<file path="config.mk">
export PLATFORM = sky130hd
export DESIGN_NAME = hmc_ctrl
export DESIGN_NICKNAME = d
export VERILOG_FILES = /design/src/hmc_pkg.sv /design/src/hmc_result_ram.sv /design/src/hmc_ctrl.sv
export SDC_FILE = /design/constraint.sdc
export NUM_CORES = 1
export LEC_CHECK = 0
export ABC_AREA = 1
export BUFFER_PORTS_ARGS = -buffer_cell sky130_fd_sc_hd__buf_2
export CELL_PAD_IN_SITES_DETAIL_PLACEMENT = 1
export CELL_PAD_IN_SITES_GLOBAL_PLACEMENT = 1
export CORE_MARGIN = 2
export CORE_UTILIZATION = 40
export DETAILED_ROUTE_END_ITERATION = 6
export GPL_TIMING_DRIVEN = 1
export PLACE_DENSITY = 0.75
export SYNTH_ARGS = -nofsm -noshare
export SYNTH_HDL_FRONTEND = slang
export SYNTH_SLANG_ARGS = --single-unit
</file>
<file path="constraint.sdc">
create_clock -name sys_clk -period 10.03 [get_ports sys_clk]
set_input_delay 1.5045 -clock sys_clk [delete_from_list [all_inputs] [get_ports sys_clk]]
set_output_delay 1.5045 -clock sys_clk [all_outputs]
set_load 0.005 [all_outputs]
</file>
<file path="src/hmc_pkg.sv">
// Purpose: Shared constants and types for the health monitor control block
// Assumes: 40 MHz system clock, 32-bit APB, 10-bit converter results
// Notes: Register byte address is four times the register index
package hmc_pkg;
   // Converter and channel plan
   localparam int RES_W = 10;
   localparam int CHAN_W = 5;
   localparam int NUM_AUX = 16;
   localparam int NUM_CHAN = 4 + NUM_AUX;
   localparam logic [CHAN_W-1:0] CH_TEMP = 5'h00;
   localparam logic [CHAN_W-1:0] CH_VINT = 5'h01;
   localparam logic [CHAN_W-1:0] CH_VAUX = 5'h02;
   localparam logic [CHAN_W-1:0] CH_EXT = 5'h03;
   localparam logic [CHAN_W-1:0] CH_AUX0 = 5'h04;
   localparam logic [CHAN_W-1:0] CH_LAST = 5'h13;

   // Sampling pace: 200 kSPS gives the least spacing between starts
   localparam int CLK_PERIOD_PS = 25000;
   localparam int SAMPLE_PERIOD_NS = 5000;
   localparam int SAMPLE_CYCLES = (SAMPLE_PERIOD_NS * 1000 + CLK_PERIOD_PS - 1) / CLK_PERIOD_PS;
   localparam logic [7:0] PACE_RELOAD = 8'(SAMPLE_CYCLES - 1);

   // Register indices (byte address = 4 * index)
   localparam logic [6:0] IDX_RESULT0 = 7'h00;
   localparam logic [6:0] IDX_TEMP_MAX = 7'h20;
   localparam logic [6:0] IDX_VINT_MAX = 7'h21;
   localparam logic [6:0] IDX_VAUX_MAX = 7'h22;
   localparam logic [6:0] IDX_TEMP_MIN = 7'h24;
   localparam logic [6:0] IDX_VINT_MIN = 7'h25;
   localparam logic [6:0] IDX_VAUX_MIN = 7'h26;
   localparam logic [6:0] IDX_STATUS = 7'h3f;
   localparam logic [6:0] IDX_CTRL = 7'h40;
   localparam logic [6:0] IDX_SEQ_LO = 7'h41;
   localparam logic [6:0] IDX_SEQ_HI = 7'h42;
   localparam logic [6:0] IDX_TEMP_HI = 7'h50;
   localparam logic [6:0] IDX_VINT_HI = 7'h51;
   localparam logic [6:0] IDX_OT_HI = 7'h53;
   localparam logic [6:0] IDX_TEMP_LO = 7'h54;
   localparam logic [6:0] IDX_VINT_LO = 7'h55;
   localparam logic [6:0] IDX_OT_LO = 7'h57;
   localparam logic [6:0] IDX_IRQ_STAT = 7'h60;
   localparam logic [6:0] IDX_IRQ_MASK = 7'h61;

   // Control register fields
   localparam int CTRL_SEQ_EN = 0;
   localparam int CTRL_PD_EN = 1;
   localparam int CTRL_AVG_LSB = 2;
   localparam int CTRL_USER_RST = 4;

   // Interrupt status bits
   localparam int IRQ_W = 5;
   localparam int IRQ_EOC = 0;
   localparam int IRQ_EOS = 1;
   localparam int IRQ_ALM0 = 2;
   localparam int IRQ_ALM1 = 3;
   localparam int IRQ_OT = 4;

   // Reset values
   localparam logic [3:0] CTRL_RST = 4'h1;
   localparam logic [NUM_CHAN-1:0] SEQ_RST = 20'h00007;
   localparam logic [RES_W-1:0] OT_HI_RST = 10'h329;
   localparam logic [RES_W-1:0] OT_LO_RST = 10'h2f0;
   localparam logic [RES_W-1:0] THR_HI_RST = 10'h3ff;
   localparam logic [RES_W-1:0] THR_LO_RST = 10'h000;
   localparam logic [RES_W-1:0] MAX_RST = 10'h000;
   localparam logic [RES_W-1:0] MIN_RST = 10'h3ff;
   localparam logic [IRQ_W-1:0] IRQ_MASK_RST = 5'h00;

   typedef enum logic [1:0] {
      SEQ_SCAN = 2'b00,
      SEQ_START = 2'b01,
      SEQ_WAIT = 2'b11,
      SEQ_STORE = 2'b10
   } hmc_seq_e;

   typedef struct packed {
      logic en;
      logic [CHAN_W-1:0] addr;
      logic [RES_W-1:0] data;
   } hmc_memwr_s;

   typedef struct packed {
      logic start;
      logic [CHAN_W-1:0] channel;
   } hmc_adccmd_s;
endpackage : hmc_pkg

</file>
<file path="src/hmc_result_ram.sv">
// Purpose: Latest-result store, one word per measurement channel
// Assumes: One write and one read port on the system clock
// Notes: Read data comes out of a register one edge after the address
`timescale 1ns/1ps
module hmc_result_ram (
   input wire logic sys_clk,
   input hmc_pkg::hmc_memwr_s wr,
   input wire logic [hmc_pkg::CHAN_W-1:0] rdAddr,
   output logic [hmc_pkg::RES_W-1:0] rdData
);
   import hmc_pkg::*;

   logic [RES_W-1:0] mem [0:(1<<CHAN_W)-1];

   always_ff @(posedge sys_clk) begin
      if (wr.en) begin
         mem[wr.addr] <= wr.data;
      end
      rdData <= mem[rdAddr];
   end
endmodule : hmc_result_ram

</file>
<file path="src/hmc_ctrl.sv">
// Purpose: Sequencer, averaging, min/max, alarms and APB registers of the health monitor
// Assumes: Converter answers each adcStart with one adcDone pulse and its result
// Notes: Analog muxing stays outside; adcChannel selects sensor, dedicated or aux pair
// Operation
// - Convert selected channels to 10-bit results, at most 200 kSPS.
// - Offer one dedicated external pair plus sixteen auxiliary pairs as channels.
// - Result becomes readable when conversion-done or sequence-done pulses.
// - Keep max and min per internal sensor since reset or user reset.
// - Sequencer steps through the selected channels without further commands.
// - Programmable averaging of successive results reduces noise.
// - Alarm output active while a sensor result is outside its thresholds.
// - Overheat alarm sets above upper limit, 125 C after reset.
// - Overheat alarm holds until temperature falls below the lower limit.
// - With power-down enabled, power down as overheat goes active.
// - With power-down enabled, power up when overheat clears.
// - All features changeable at run time through the register port.
// - Control registers start from values fixed at instantiation.
// - Monitoring runs from reset; results readable over the scan port.
// - Port carries 16-bit data words and a 7-bit register select.
// - Each port access completes with a data-ready answer.
// - Alarm bit 0 is temperature, bit 1 is core supply.
//
// The implementer's own choices: the placing of the registers and the APB interface to the registers.
`timescale 1ns/1ps
module hmc_ctrl #(
   parameter logic [3:0] INIT_CTRL = hmc_pkg::CTRL_RST,
   parameter logic [hmc_pkg::NUM_CHAN-1:0] INIT_SEQ = hmc_pkg::SEQ_RST,
   parameter logic [hmc_pkg::RES_W-1:0] INIT_OT_HI = hmc_pkg::OT_HI_RST,
   parameter logic [hmc_pkg::RES_W-1:0] INIT_OT_LO = hmc_pkg::OT_LO_RST,
   parameter logic [hmc_pkg::RES_W-1:0] INIT_THR_HI = hmc_pkg::THR_HI_RST,
   parameter logic [hmc_pkg::RES_W-1:0] INIT_THR_LO = hmc_pkg::THR_LO_RST
) (
   input wire logic sys_clk,
   input wire logic reset_n,
   input wire logic psel,
   input wire logic penable,
   input wire logic pwrite,
   input wire logic [11:0] paddr,
   input wire logic [31:0] pwdata,
   output logic [31:0] prdata,
   output logic pready,
   output logic pslverr,
   output hmc_pkg::hmc_adccmd_s adcCmd,
   input wire logic adcDone,
   input wire logic [hmc_pkg::RES_W-1:0] adcResult,
   input wire logic scanReq,
   input wire logic [hmc_pkg::CHAN_W-1:0] scanIdx,
   output logic [hmc_pkg::RES_W-1:0] scanData,
   output logic scanValid,
   output logic conversionDone,
   output logic sequenceDone,
   output logic [1:0] alarmOut,
   output logic overheatAlarm,
   output logic powerDown,
   output logic irq
);
   import hmc_pkg::*;

   typedef struct packed {
      hmc_seq_e fsm;
      logic [CHAN_W-1:0] chan;
      logic [5:0] avgCnt;
      logic [15:0] acc;
      logic [7:0] pace;
      logic [2:0][RES_W-1:0] maxRec;
      logic [2:0][RES_W-1:0] minRec;
      logic seqEnable;
      logic pdEnable;
      logic [1:0] avgSel;
      logic [NUM_CHAN-1:0] seqSel;
      logic [RES_W-1:0] otHi;
      logic [RES_W-1:0] otLo;
      logic [1:0][RES_W-1:0] thrHi;
      logic [1:0][RES_W-1:0] thrLo;
      logic [1:0] alarm;
      logic overheat;
      logic powerDown;
      logic convDone;
      logic seqDone;
      logic [IRQ_W-1:0] irqStat;
      logic [IRQ_W-1:0] irqMask;
      logic irq;
      logic [31:0] prdata;
      logic pready;
      logic pslverr;
      logic memPend;
      logic scanPend;
      logic [RES_W-1:0] scanData;
      logic scanValid;
      hmc_adccmd_s adcCmd;
      hmc_memwr_s memWr;
   } hmc_state_s;

   hmc_state_s s;
   hmc_state_s next_s;
   logic [6:0] regIdx;
   logic inRange;
   logic isMem;
   logic apbMemReq;
   logic [CHAN_W-1:0] rdAddr;
   logic [RES_W-1:0] memRdData;
   logic [15:0] regRd;
   logic regHit;

   function automatic logic [CHAN_W-1:0] highestSel(input logic [NUM_CHAN-1:0] sel);
      logic [CHAN_W-1:0] hi;
      hi = '0;
      for (int i = 0; i < NUM_CHAN; i++) begin
         if (sel[i]) begin
            hi = CHAN_W'(i);
         end
      end
      return hi;
   endfunction : highestSel

   assign regIdx = paddr[8:2];
   assign inRange = (paddr[11:9] == 3'h0);
   assign isMem = inRange && (regIdx < 7'(NUM_CHAN));
   assign apbMemReq = psel && !s.pready && isMem;
   // APB owns the read port; scan reads only take idle cycles
   assign rdAddr = apbMemReq ? paddr[6:2] : scanIdx;

   hmc_result_ram hmc_result_ram_inst (
      .sys_clk(sys_clk),
      .wr(s.memWr),
      .rdAddr(rdAddr),
      .rdData(memRdData)
   );

   always_comb begin
      regRd = '0;
      regHit = inRange;
      unique case (regIdx)
         IDX_TEMP_MAX: regRd = 16'(s.maxRec[0]);
         IDX_VINT_MAX: regRd = 16'(s.maxRec[1]);
         IDX_VAUX_MAX: regRd = 16'(s.maxRec[2]);
         IDX_TEMP_MIN: regRd = 16'(s.minRec[0]);
         IDX_VINT_MIN: regRd = 16'(s.minRec[1]);
         IDX_VAUX_MIN: regRd = 16'(s.minRec[2]);
         IDX_STATUS: regRd = {11'h000, s.fsm != SEQ_SCAN, s.powerDown, s.overheat, s.alarm};
         IDX_CTRL: regRd = {12'h000, s.avgSel, s.pdEnable, s.seqEnable};
         IDX_SEQ_LO: regRd = s.seqSel[15:0];
         IDX_SEQ_HI: regRd = {12'h000, s.seqSel[NUM_CHAN-1:16]};
         IDX_TEMP_HI: regRd = 16'(s.thrHi[0]);
         IDX_VINT_HI: regRd = 16'(s.thrHi[1]);
         IDX_OT_HI: regRd = 16'(s.otHi);
         IDX_TEMP_LO: regRd = 16'(s.thrLo[0]);
         IDX_VINT_LO: regRd = 16'(s.thrLo[1]);
         IDX_OT_LO: regRd = 16'(s.otLo);
         IDX_IRQ_STAT: regRd = 16'(s.irqStat);
         IDX_IRQ_MASK: regRd = 16'(s.irqMask);
         default: regHit = 1'b0;
      endcase
   end

   always_comb begin
      logic [IRQ_W-1:0] irqSet;
      logic [IRQ_W-1:0] irqClr;
      logic [5:0] avgLast;
      logic [15:0] sum;
      logic [RES_W-1:0] avgRes;
      logic userReset;
      logic wrDone;
      irqSet = '0;
      irqClr = '0;
      avgLast = '0;
      sum = '0;
      avgRes = '0;
      userReset = 1'b0;
      wrDone = psel && penable && s.pready && pwrite;
      next_s = s;
      next_s.convDone = 1'b0;
      next_s.seqDone = 1'b0;
      next_s.scanValid = 1'b0;
      next_s.memWr.en = 1'b0;
      next_s.adcCmd.start = 1'b0;
      if (s.pace != 8'h00) begin
         next_s.pace = s.pace - 8'h01;
      end

      if (psel && penable && s.pready) begin
         next_s.pready = 1'b0;
         next_s.pslverr = 1'b0;
      end else if (psel && !s.pready) begin
         if (isMem) begin
            // Result words need one extra cycle for the registered read
            if (s.memPend) begin
               next_s.memPend = 1'b0;
               next_s.prdata = 32'(memRdData);
               next_s.pslverr = 1'b0;
               next_s.pready = 1'b1;
            end else begin
               next_s.memPend = 1'b1;
            end
         end else begin
            next_s.prdata = 32'(regRd);
            next_s.pslverr = !regHit;
            next_s.pready = 1'b1;
         end
      end

      if (s.scanPend) begin
         next_s.scanPend = 1'b0;
         next_s.scanData = memRdData;
         next_s.scanValid = 1'b1;
      end else if (scanReq && !apbMemReq && !s.scanValid) begin
         next_s.scanPend = 1'b1;
      end

      if (wrDone && regHit) begin
         unique case (regIdx)
            IDX_CTRL: begin
               next_s.seqEnable = pwdata[CTRL_SEQ_EN];
               next_s.pdEnable = pwdata[CTRL_PD_EN];
               next_s.avgSel = pwdata[CTRL_AVG_LSB +: 2];
               userReset = pwdata[CTRL_USER_RST];
            end
            IDX_SEQ_LO: next_s.seqSel[15:0] = pwdata[15:0];
            IDX_SEQ_HI: next_s.seqSel[NUM_CHAN-1:16] = pwdata[NUM_CHAN-17:0];
            IDX_TEMP_HI: next_s.thrHi[0] = pwdata[RES_W-1:0];
            IDX_VINT_HI: next_s.thrHi[1] = pwdata[RES_W-1:0];
            IDX_OT_HI: next_s.otHi = pwdata[RES_W-1:0];
            IDX_TEMP_LO: next_s.thrLo[0] = pwdata[RES_W-1:0];
            IDX_VINT_LO: next_s.thrLo[1] = pwdata[RES_W-1:0];
            IDX_OT_LO: next_s.otLo = pwdata[RES_W-1:0];
            IDX_IRQ_STAT: irqClr = pwdata[IRQ_W-1:0];
            IDX_IRQ_MASK: next_s.irqMask = pwdata[IRQ_W-1:0];
            default: ;
         endcase
      end

      unique case (s.avgSel)
         2'd0: avgLast = 6'd0;
         2'd1: avgLast = 6'd3;
         2'd2: avgLast = 6'd15;
         2'd3: avgLast = 6'd63;
      endcase
      sum = s.acc + 16'(adcResult);

      unique case (s.fsm)
         SEQ_SCAN: begin
            if (s.seqEnable && (s.seqSel != '0)) begin
               if (s.seqSel[s.chan]) begin
                  next_s.fsm = SEQ_START;
               end else begin
                  next_s.chan = (s.chan == CH_LAST) ? CH_TEMP : s.chan + 5'h01;
               end
            end
         end
         SEQ_START: begin
            if (s.pace == 8'h00) begin
               next_s.adcCmd.start = 1'b1;
               next_s.adcCmd.channel = s.chan;
               next_s.pace = PACE_RELOAD;
               next_s.fsm = SEQ_WAIT;
            end
         end
         SEQ_WAIT: begin
            if (adcDone) begin
               next_s.acc = sum;
               if (s.avgCnt == avgLast) begin
                  next_s.avgCnt = '0;
                  next_s.fsm = SEQ_STORE;
               end else begin
                  next_s.avgCnt = s.avgCnt + 6'd1;
                  next_s.fsm = SEQ_START;
               end
            end
         end
         SEQ_STORE: begin
            avgRes = RES_W'(s.acc >> {s.avgSel, 1'b0});
            next_s.acc = '0;
            next_s.memWr.en = 1'b1;
            next_s.memWr.addr = s.chan;
            next_s.memWr.data = avgRes;
            next_s.convDone = 1'b1;
            irqSet[IRQ_EOC] = 1'b1;
            if (s.chan == highestSel(s.seqSel)) begin
               next_s.seqDone = 1'b1;
               irqSet[IRQ_EOS] = 1'b1;
            end
            if (s.chan <= CH_VAUX) begin
               if (avgRes > s.maxRec[s.chan[1:0]]) begin
                  next_s.maxRec[s.chan[1:0]] = avgRes;
               end
               if (avgRes < s.minRec[s.chan[1:0]]) begin
                  next_s.minRec[s.chan[1:0]] = avgRes;
               end
            end
            if (s.chan <= CH_VINT) begin
               next_s.alarm[s.chan[0]] = (avgRes > s.thrHi[s.chan[0]]) ||
                  (avgRes < s.thrLo[s.chan[0]]);
               if (next_s.alarm[s.chan[0]] && !s.alarm[s.chan[0]]) begin
                  irqSet[IRQ_ALM0 + 32'(s.chan[0])] = 1'b1;
               end
            end
            if (s.chan == CH_TEMP) begin
               if (avgRes > s.otHi) begin
                  next_s.overheat = 1'b1;
               end else if (avgRes < s.otLo) begin
                  next_s.overheat = 1'b0;
               end
               irqSet[IRQ_OT] = next_s.overheat && !s.overheat;
            end
            next_s.chan = (s.chan == CH_LAST) ? CH_TEMP : s.chan + 5'h01;
            next_s.fsm = SEQ_SCAN;
         end
      endcase

      if (userReset) begin
         next_s.fsm = SEQ_SCAN;
         next_s.chan = CH_TEMP;
         next_s.avgCnt = '0;
         next_s.acc = '0;
         next_s.maxRec = {3{MAX_RST}};
         next_s.minRec = {3{MIN_RST}};
      end

      next_s.powerDown = next_s.pdEnable && next_s.overheat;
      // New events win over a clear in the same cycle
      next_s.irqStat = (s.irqStat & ~irqClr) | irqSet;
      next_s.irq = |(next_s.irqStat & next_s.irqMask);
   end

   always_ff @(posedge sys_clk or negedge reset_n) begin
      if (!reset_n) begin
         s <= '0;
         s.fsm <= SEQ_SCAN;
         s.chan <= CH_TEMP;
         s.maxRec <= {3{MAX_RST}};
         s.minRec <= {3{MIN_RST}};
         s.seqEnable <= INIT_CTRL[CTRL_SEQ_EN];
         s.pdEnable <= INIT_CTRL[CTRL_PD_EN];
         s.avgSel <= INIT_CTRL[CTRL_AVG_LSB +: 2];
         s.seqSel <= INIT_SEQ;
         s.otHi <= INIT_OT_HI;
         s.otLo <= INIT_OT_LO;
         s.thrHi <= {2{INIT_THR_HI}};
         s.thrLo <= {2{INIT_THR_LO}};
         s.irqMask <= IRQ_MASK_RST;
      end else begin
         s <= next_s;
      end
   end

   assign prdata = s.prdata;
   assign pready = s.pready;
   assign pslverr = s.pslverr;
   assign adcCmd = s.adcCmd;
   assign scanData = s.scanData;
   assign scanValid = s.scanValid;
   assign conversionDone = s.convDone;
   assign sequenceDone = s.seqDone;
   assign alarmOut = s.alarm;
   assign overheatAlarm = s.overheat;
   assign powerDown = s.powerDown;
   assign irq = s.irq;
endmodule : hmc_ctrl

</file>
==> results.toml, run 1 <==
[run_status]
status = "finished clean"

[pwr]
p_leak_uw = 0.0117
ir_drop_v = 0.000144
power_density_mw_per_mm2 = 227

[cts]
clockBufferDepth = 3
cts_hold_buf = 0
clock_tree.root_cell = "clkbuf_16"
cts_setup_buffers = 0
path_clk_slew_ns = 0.07
cts_buffers = 61
htree_num_levels = 2
cts.sinks = 580
postCtsResizedCells = 0
cts_tree = "built"
clk_latency_ns = 0.65

[floorplanning]
die_w_um = 267
rows = 96
dieHeight_um = 267
fp.coreArea_mm2 = 0.0686
initial_utilization_pct = 40.5
die_area_mm2 = 0.0715
ios = 124

[sta]
post-route-period-util_pct = 51.8
final-setup-viol-count = 0
fin_crit_ns = 5.20
finalClockSkew_ns = 0.0411
fmax_mhz = 192
worst_pin_slew_ns = 1.36
setup_slack_ns = 4.83
tns_ns = 0
hold_viol = 0
maxSlewViolCount = 0
maxSlewHeadroom_pct = 9.19
rsz0062_at_grt = "no"

[critical_path]
worstPathRequired_ns = 10.54
worstReg2RegEnd = "s[195]"
r2r_setup_slack_ns = 4.83
end_kind = "flop"
startpoint = "s[167]"
worst_ep_arrival_time_ns = 5.71
start_kind = "flop"
r2r.worst_path.cells = 13
cp_max_fo = 18
path_class = "flop to flop"
rr_startpoint = "s[167]"
cp-endpoint = "s[195]"

[finish]
fin_area_mm2 = 0.0308
syn2layout_area_growth_pct = 10.8
fill_cells = 7621
drive_above_1_share_pct = 12.0
nets = 2963

[synthesis]
syn_area_mm2 = 0.0278
synth_area_per_cell_um2 = 9.87
ys_seq_area_share_pct = 58.2
synth_edf_count = 320
synth_area_leaders = "edfxtp_1 35%, dfrtp_1 17%, o21ai_0 7.6%"
ys_ff_latch = 580
yosysTopAreaCell = "edfxtp_1"
ys_types = 67
syn_inst = 2811
yosysMostFrequentCell = "nand2_1"
synth_flop_cell = "edfxtp_1"
ys_async_sr_fraction_pct = 43.1
yosys_warnings = 0
synthTopCellsByCount = "464 x nand2_1, 419 x o21ai_0, 320 x edfxtp_1"
yosys.area.top_type_share_pct = 34.6

[grt]
grt_pass1_vias = 23029
antenna_found_initial = 1
grt_overflow = 0
grt_usage_pct = 25.1
grt_max_degree = 114
grt_pass1_wl_um = 137000

[route]
drc_errors = 0
vias = 21919
dr.first_iter.drc_count = 1945
dr.pass1.iters = 7
finalWirelength_um = 90000
routedWlPerCell_um = 23.6
via_per_inst = 5.76
postRouteAntennaNets = 0

[job]
maxCapViolations = 0

[place]
gp_congestion = 0.919
placed_area_mm2 = 0.0287
dp.final_hpwl_um = 61300
io_buffers = 89
pre_cts_slack_ns = 4.82

[worst_hold_path]
hold_class = "flop to flop"
==> logic make-up after synthesis <==
family                   synth area share [%]
buffers and inverters                    6.46
multiplexers                            0.839
XOR/XNOR                                0.505
adder cells (fa/ha/maj)                  3.45
flip-flops                               58.2
other                                  0.0135
AO/OA/AOI/OAI                            16.2
AND/OR/NAND/NOR                          14.4
==> final cells by class <==
type,instances,area [um^2],area share (%)
diodes,3,7.51,0.0244
clock buffers,102,1940,6.29
flip-flops and latches,580,16100,52.5
inverters,227,860,2.79
multi-input cells,1843,9900,32.2
repair buffers,108,598,1.94
clock inverters,14,149,0.484
well taps,931,1160,3.79
==> flip-flops by register name (all words and copies together), names as in the netlist <==
name                        count
pslverr                         1
pready                          1
adcCmd                          6
s                             208
conversionDone                  1
sequenceDone                    1
scanData                       10
powerDown                       1
alarmOut                        2
overheatAlarm                   1
hmc_result_ram_inst.rdData     10
hmc_result_ram_inst.mem       320
scanValid                       1
irq                             1
prdata                         16
==> worst max-delay path, cell delays in order (launching register included) <==
cell and delay, ns:
dfrtp_1 0.75, inv_1 0.31, o21ai_0 0.80, inv_1 0.45, ha_1 0.41, a21oi_1 0.19
o21ai_1 0.11, nand2_1 0.07, and3_1 0.67, inv_1 0.49, nand2_2 0.23, nand2_1 0.29
nand2_1 0.13, o311ai_0 0.14
==> per-layer routing <==
metal	up-vias	GRT usage (%)	part of all wire [%]
li1	9865	-	-
met1	11207	32.2	41
met2	659	42.9	49
met3	188	2.99	4.9
met4	0	10.7	4.3
met5	-	0	0
==> power breakdown <==
part / switching, uW / leakage [uW] / internal (uW) / total (uW)
combinational: 1070 / 0.00489 / 499 / 1570
clock: 976 / 0.00102 / 1340 / 2320
sequential: 269 / 0.00582 / 2830 / 3100
==> through the flow <==
step / total power, uW / util (%) / std cells / hold WS (ns)
global placement: 4580 / 41.8 / 3689 / 0.454
CTS: 6990 / 44.8 / 3805 / 0.477
global route: 7300 / 44.8 / 3805 / 0.486
floorplan: 4090 / - / 2826 / 0.380
detailed placement: 4670 / 41.8 / 3689 / 0.467
finish: 6980 / 44.8 / 3808 / 0.475
==> placed cells by master, fill, tap and decap left out, types with 7 or more instances in the layout <==
master,n
a221oi_1,20
edfxtp_1,320
nand2_2,9
nor3_1,16
o2111ai_1,9
mux2_2,18
o21ai_1,18
clkbuf_16,65
o21ai_0,418
dfxtp_1,10
o211ai_1,14
nor2_1,302
dfrtp_1,185
xor2_1,14
a21oi_1,89
ha_1,75
nand3_1,92
o21a_1,9
a31oi_1,11
clkbuf_1,20
o221ai_1,65
nand2_1,464
clkinv_2,9
conb_1,16
nand4_1,29
dfstp_2,64
a22oi_1,18
buf_4,19
o22ai_1,48
inv_2,12
buf_2,88
inv_1,206
o31ai_1,7
clkbuf_8,17
==> worst min-delay path by stage <==
stage,from,end,slack [ns],depth (start not counted)
after floorplan,s[33],scanValid,0.38,0
after global placement,s[34],s[34],0.45,1
after detailed placement,s[174],s[174],0.47,2
after CTS,s[174],s[174],0.48,2
after global routing,s[174],s[174],0.49,2
final,s[179],s[179],0.48,2
Note: power is estimated with default switching activity, not from simulation.
==> run 2: changes to the inputs <==
--- a/config.mk
+++ b/config.mk
@@ -5,7 +5,7 @@
 export SDC_FILE = /design/constraint.sdc
 export NUM_CORES = 1
 export LEC_CHECK = 0
-export ABC_AREA = 1
+export ABC_AREA = 0
 export BUFFER_PORTS_ARGS = -buffer_cell sky130_fd_sc_hd__buf_2
 export CELL_PAD_IN_SITES_DETAIL_PLACEMENT = 1
 export CELL_PAD_IN_SITES_GLOBAL_PLACEMENT = 1
@@ -13,7 +13,7 @@
 export CORE_UTILIZATION = 40
 export DETAILED_ROUTE_END_ITERATION = 6
 export GPL_TIMING_DRIVEN = 1
-export PLACE_DENSITY = 0.75
+export PLACE_DENSITY = 0.73
 export SYNTH_ARGS = -nofsm -noshare
 export SYNTH_HDL_FRONTEND = slang
 export SYNTH_SLANG_ARGS = --single-unit
==> constraint.sdc (replaced) <==
create_clock -name sys_clk -period 5.32 [get_ports sys_clk]
set_input_delay 0.798 -clock sys_clk [delete_from_list [all_inputs] [get_ports sys_clk]]
set_output_delay 0.798 -clock sys_clk [all_outputs]
set_load 0.005 [all_outputs]
==> results.toml, run 2 <==
[run_status]
status = "finished clean"

[critical_path]
cp_max_fo = 18
worst_ep_arrival_time_ns = 5.26
cp_num_buf_inv = 2
slowest_stage = "dfrtp_1"
path_class = "flop to flop"
cp_common_cell = "o21ai_0"
slowest_delay_ns = 0.67
end_kind = "flop"
r2r.worst_path.cells = 13
start_kind = "flop"
crit_path_cell_trace = "inv_1, or2_2, o21ai_0, inv_1, ha_1, a21oi_1, o21ai_0, a2111oi_0, a31oi_1, nor2_1, o31ai_1, a2111oi_0, o21ai_0"
cp_num_cells = 13
critPathTopFamily = "compound AO/OA/AOI/OAI gates"
worstPathRequired_ns = 5.79

[worst_hold_path]
hold_class = "input port to asynchronous set/reset pin"

[route]
via_per_inst = 5.99
postRouteAntennaNets = 0
drc_errors = 0
dr.pass1.iters = 5
finalWirelength_um = 88800
vias = 19985
routedWlPerCell_um = 26.6
dr.first_iter.drc_count = 1812

[floorplanning]
ios = 124
rows = 96
die_area_mm2 = 0.0707
initial_utilization_pct = 40.2
dieHeight_um = 266
die_w_um = 266
fp.coreArea_mm2 = 0.0682

[place]
gp_congestion = 0.924
post-place-cells = 3220
io_buffers = 89
dp.final_hpwl_um = 60800
placed_area_mm2 = 0.0288

[pwr]
pwr-share-seq_pct = 48.6
p_total_uw = 9890
power_frac_comb_pct = 6.0
p_leak_uw = 0.0120
ir_drop_v = 0.000292
switching_share_pct = 23.6
switchingPower_uw = 2330
clkPwrFrac_pct = 45.5
p_int_uw = 7560
power_density_mw_per_mm2 = 320

[finish]
fin_cells = 3338
syn2layout_area_growth_pct = 12.8
nets = 2543
largest_reg_flops = 320
layout_common_cells = "368 x nand2_1, 320 x edfxtp_1, 184 x dfrtp_1"
fin_area_mm2 = 0.0310
final_common_cell = "nand2_1"
drive_above_1_share_pct = 18.8
top_register = "hmc_result_ram_inst.mem"

[cts]
htree_num_levels = 2
cts_hold_buf = 0
cts_tree = "built"
clockBufferDepth = 3
clock_tree.root_cell = "clkbuf_16"
postCtsResizedCells = 0
cts.sinks = 580
path_clk_slew_ns = 0.07
cts_buffers = 61
cts_setup_buffers = 0
clk_latency_ns = 0.67

[synthesis]
ys_async_sr_fraction_pct = 43.1
syn_inst = 2333
synth_edf_count = 320
ys_ff_latch = 580
yosys_warnings = 0
synth_area_per_cell_um2 = 11.8
synth_flop_cell = "edfxtp_1"
yosysMostFrequentCell = "nand2_1"
ys_types = 82
yosysTopAreaCell = "edfxtp_1"
yosys.area.top_type_share_pct = 35.0
synth_area_leaders = "edfxtp_1 35%, dfrtp_1 17%, dfstp_2 6.1%"
syn_area_mm2 = 0.0275
synthTopCellsByCount = "368 x nand2_1, 320 x edfxtp_1, 186 x dfrtp_1"
ys_seq_area_share_pct = 58.8

[sta]
rsz0062_at_grt = "no"
fmax_mhz = 209
hold_viol = 0
post-route-period-util_pct = 90.1
maxSlewHeadroom_pct = 8.64
worst_pin_slew_ns = 1.37
final-setup-viol-count = 0
finalClockSkew_ns = 0.0398
maxSlewViolCount = 0
tns_ns = 0
fin_crit_ns = 4.79

[grt]
grt_overflow = 0
grt_pass1_wl_um = 134000
grt_usage_pct = 25.0
antenna_found_initial = 2
grt_pass1_vias = 20845
grt_max_degree = 106

[job]
maxCapViolations = 0
## run 2: cell types whose count changed in the layout (fill, tap and decap cells not counted), moves of 85 or more
cell     change
mux2i_1    +122
mux2_2      +85
inv_1      -151
o21ai_0    -351
nor2_1     -174
nand2_1     -96
## run 2: layout make-up
| type | instances | area, um^2 |
|---|---|---|
| Fill cell | 7202 | 37300 |
| Sequential cell | 580 | 16100 |
| Multi-Input combinational cell | 1544 | 10400 |
| Clock buffer | 86 | 1760 |
| Tap cell | 882 | 1100 |
| Timing Repair Buffer | 158 | 998 |
| Clock inverter | 29 | 374 |
| Inverter | 56 | 210 |
| Antenna cell | 3 | 7.51 |
## run 2: metal layers
metal | GRT usage (%) | wire, um | share of wire [%] | vias to the layer above
met5 | 0 | 9 | 0.010 | -
met2 | 40.7 | 41900 | 47 | 752
li1 | - | - | - | 8730
met1 | 34.2 | 37800 | 43 | 10355
met3 | 4.33 | 6220 | 7.0 | 146
met4 | 7.74 | 2910 | 3.3 | 2
## run 2: cell families (layout without fill, tap and decap cells)
logic type | after synthesis | after routing | synth area share, %
and+or+nand+nor | 762 | 762 | 12.6
DFF | 580 | 580 | 58.8
AOI/OAI and AO/OA | 419 | 419 | 10.6
muxes | 251 | 251 | 9.97
buffers and inverters | 224 | 329 | 3.92
adders and majority gates | 76 | 76 | 3.49
xor gates and xnor gates | 20 | 20 | 0.638
other | 1 | 19 | 0.0137
## run 2: final timing paths
check,start,end,slack [ns]
max reg2reg,s[166],irq,0.53
max,s[166],irq,0.53
min reg2reg,scanValid,s[33],0.45
min,reset_n,sequenceDone,0.20
max in group asynchronous,reset_n,adcCmd[0],3.86
min in group sys_clk,scanReq,s[33],0.44
## run 2: power groups by stage
| stage | Clock [uW] | Sequential, uW | Combinational (uW) |
|---|---|---|---|
| after floorplan | 0 | 4870 | 366 |
| after global placement | 0 | 4890 | 553 |
| after detailed placement | 0 | 4890 | 583 |
| after CTS | 4560 | 4800 | 589 |
| after global routing | 4720 | 4810 | 649 |
| final | 4500 | 4800 | 589 |
## run 2: worst reg2reg max path: cells and delay by family (launching register included)
| family | cells | cell delay [ns] |
|---|---|---|
| AOI/OAI and AO/OA | 8 | 2.01 |
| and+or+nand+nor | 2 | 0.63 |
| adders and majority gates | 1 | 0.46 |
| DFF | 1 | 0.67 |
| buffers and inverters | 2 | 0.84 |
## run 2: per-stage QoR
stage,util [%],hold WS [ns],setup slack [ns]
detailed placement,42.2,0.449,0.775
global route,45.4,0.215,0.145
floorplan,-,0.380,1.76
finish,45.4,0.199,0.529
global placement,42.2,0.420,0.673
CTS,45.4,0.175,0.605
==> run 3: changes to the inputs <==
--- a/config.mk
+++ b/config.mk
@@ -13,7 +13,8 @@
 export CORE_UTILIZATION = 40
 export DETAILED_ROUTE_END_ITERATION = 6
 export GPL_TIMING_DRIVEN = 1
-export PLACE_DENSITY = 0.73
+export PLACE_DENSITY = 0.72
 export SYNTH_ARGS = -nofsm -noshare
 export SYNTH_HDL_FRONTEND = slang
+export SYNTH_HIERARCHICAL = 1
 export SYNTH_SLANG_ARGS = --single-unit
==> results.toml, run 3 <==
[synthesis]
synth_flop_cell = "edfxtp_1"
syn_area_mm2 = 0.0278
ys_types = 87
ys_ff_latch = 580
synth_edf_count = 320
synthTopCellsByCount = "320 x edfxtp_1, 242 x mux2i_1, 186 x dfrtp_1"
ys_async_sr_fraction_pct = 43.1
synth_area_per_cell_um2 = 12.7
yosys.area.top_type_share_pct = 34.5
yosysMostFrequentCell = "edfxtp_1"
ys_seq_area_share_pct = 58.0
synth_area_leaders = "edfxtp_1 35%, dfrtp_1 17%, mux2i_1 8.7%"
syn_inst = 2189
yosysTopAreaCell = "edfxtp_1"
yosys_warnings = 6

[cts]
htree_num_levels = 2
cts.sinks = 580
clock_tree.root_cell = "clkbuf_16"
cts_buffers = 60
clk_latency_ns = 0.67
path_clk_slew_ns = 0.06
cts_hold_buf = 0
cts_tree = "built"
clockBufferDepth = 3
cts_setup_buffers = 0
postCtsResizedCells = 0

[critical_path]
rr_startpoint = "s[167]"
worstPathRequired_ns = 5.84
r2r.worst_path.cells = 11
cp_max_fo = 19
r2r_setup_slack_ns = 0.51
start_kind = "flop"
worstReg2RegEnd = "s[205]"
worst_ep_arrival_time_ns = 5.33
path_class = "flop to flop"
end_kind = "flop"

[place]
pre_cts_slack_ns = 0.647
post-place-cells = 3123
gp_congestion = 0.893
io_buffers = 89
dp.final_hpwl_um = 58500

[sta]
tns_ns = 0
maxSlewViolCount = 0
fmax_mhz = 208
hold_viol = 0
maxSlewHeadroom_pct = 10.0
final-setup-viol-count = 0
fin_crit_ns = 4.81
setup_slack_ns = 0.506
post-route-period-util_pct = 90.5
worst_pin_slew_ns = 1.35
finalClockSkew_ns = 0.0590
rsz0062_at_grt = "no"

[finish]
antenna_cells = 0
largest_reg_flops = 320
drive_above_1_share_pct = 20.5
final_common_cell = "edfxtp_1"
nets = 2396
layout_common_cells = "320 x edfxtp_1, 242 x mux2i_1, 184 x dfrtp_1"
syn2layout_area_growth_pct = 12.2
fin_cells = 3237
top_register = "hmc_result_ram_inst/mem"

[floorplanning]
die_area_mm2 = 0.0717
dieHeight_um = 268
ios = 124
die_w_um = 268
initial_utilization_pct = 40.5
rows = 96
fp.coreArea_mm2 = 0.0687

[route]
dr.first_iter.drc_count = 1445
finalWirelength_um = 85300
via_per_inst = 5.85
vias = 18939
postRouteAntennaNets = 0
routedWlPerCell_um = 26.3
dr.pass1.iters = 5
drc_errors = 0

[grt]
grt_pass1_vias = 19744
grt_overflow = 0
antenna_found_initial = 1
grt_usage_pct = 23.6
grt_max_degree = 103
grt_pass1_wl_um = 126000

[worst_hold_path]
hold_class = "input port to asynchronous set/reset pin"

[pwr]
ir_drop_v = 0.000304
p_leak_uw = 0.0125
power_density_mw_per_mm2 = 315

[job]
maxCapViolations = 0

[run_status]
status = "finished clean"
-- run 3: worst max-delay path: stages, from the launching register on --
cell and delay, ns:
dfrtp_1 0.87, mux2_2 0.42, o21ai_0 0.67, inv_1 0.41, ha_1 0.42, nand4_1 0.12
nor2_1 0.20, a21oi_1 0.10, o211a_1 0.15, a311oi_2 0.52, nand3_1 0.51, o2bb2ai_1 0.32
-- run 3: how the worst max path moves through the flow --
stage            from  endpoint  slack (ns)
4_1_cts        s[167]    s[205]        0.62
5_1_grt        s[167]    s[205]        0.37
6_report       s[167]    s[205]        0.51
3_3_place_gp   s[167]    s[208]        1.01
3_5_place_dp   s[167]    s[205]        0.65
2_1_floorplan  s[167]    s[202]        1.81
-- run 3: cell families (layout without fill, tap and decap cells) --
group / Yosys count / after routing / share of synthesized area (%)
multiplexers: 353 / 353 / 13.4
AND/OR/NAND/NOR: 504 / 504 / 8.97
flip-flops: 580 / 580 / 58.0
XOR/XNOR: 18 / 18 / 0.567
AO/OA/AOI/OAI: 442 / 442 / 11.0
adder cells (fa/ha/maj): 76 / 76 / 3.44
other: 1 / 16 / 0.0135
buffers and inverters: 215 / 317 / 4.56
-- run 3: layer usage --
metal / vias up / global-route usage [%] / part of all wire [%]
met5: - / 0 / 0.015
met4: 2 / 9.15 / 4.1
met3: 190 / 3.43 / 5.5
met2: 620 / 40.0 / 49
met1: 9792 / 30.6 / 42
li1: 8335 / - / -
-- run 3: final cells by class --
cell class                      count  area (um^2)
Fill cell                        7192        37500
Sequential cell                   580        16100
Multi-Input combinational cell   1409        10500
Clock buffer                       86         1740
Tap cell                          931         1160
Timing Repair Buffer              147         1020
Clock inverter                     28          405
Inverter                           56          210
-- run 3: report_power, final --
group          switching [uW]  internal, uW
Combinational             305           181
Sequential               53.4          4760
Clock                    1850          2680
-- run 3: metrics by stage --
step / total power (uW) / instance area [um^2] / hold slack, ns / util (%)
after global placement: 5370 / 29100 / 0.462 / 42.3
after CTS: 9900 / 31200 / 0.189 / 45.4
after global routing: 10100 / 31200 / 0.203 / 45.4
final: 9830 / 31200 / 0.143 / 45.4
after floorplan: 5210 / 27900 / 0.380 / -
after detailed placement: 5390 / 29100 / 0.473 / 42.3
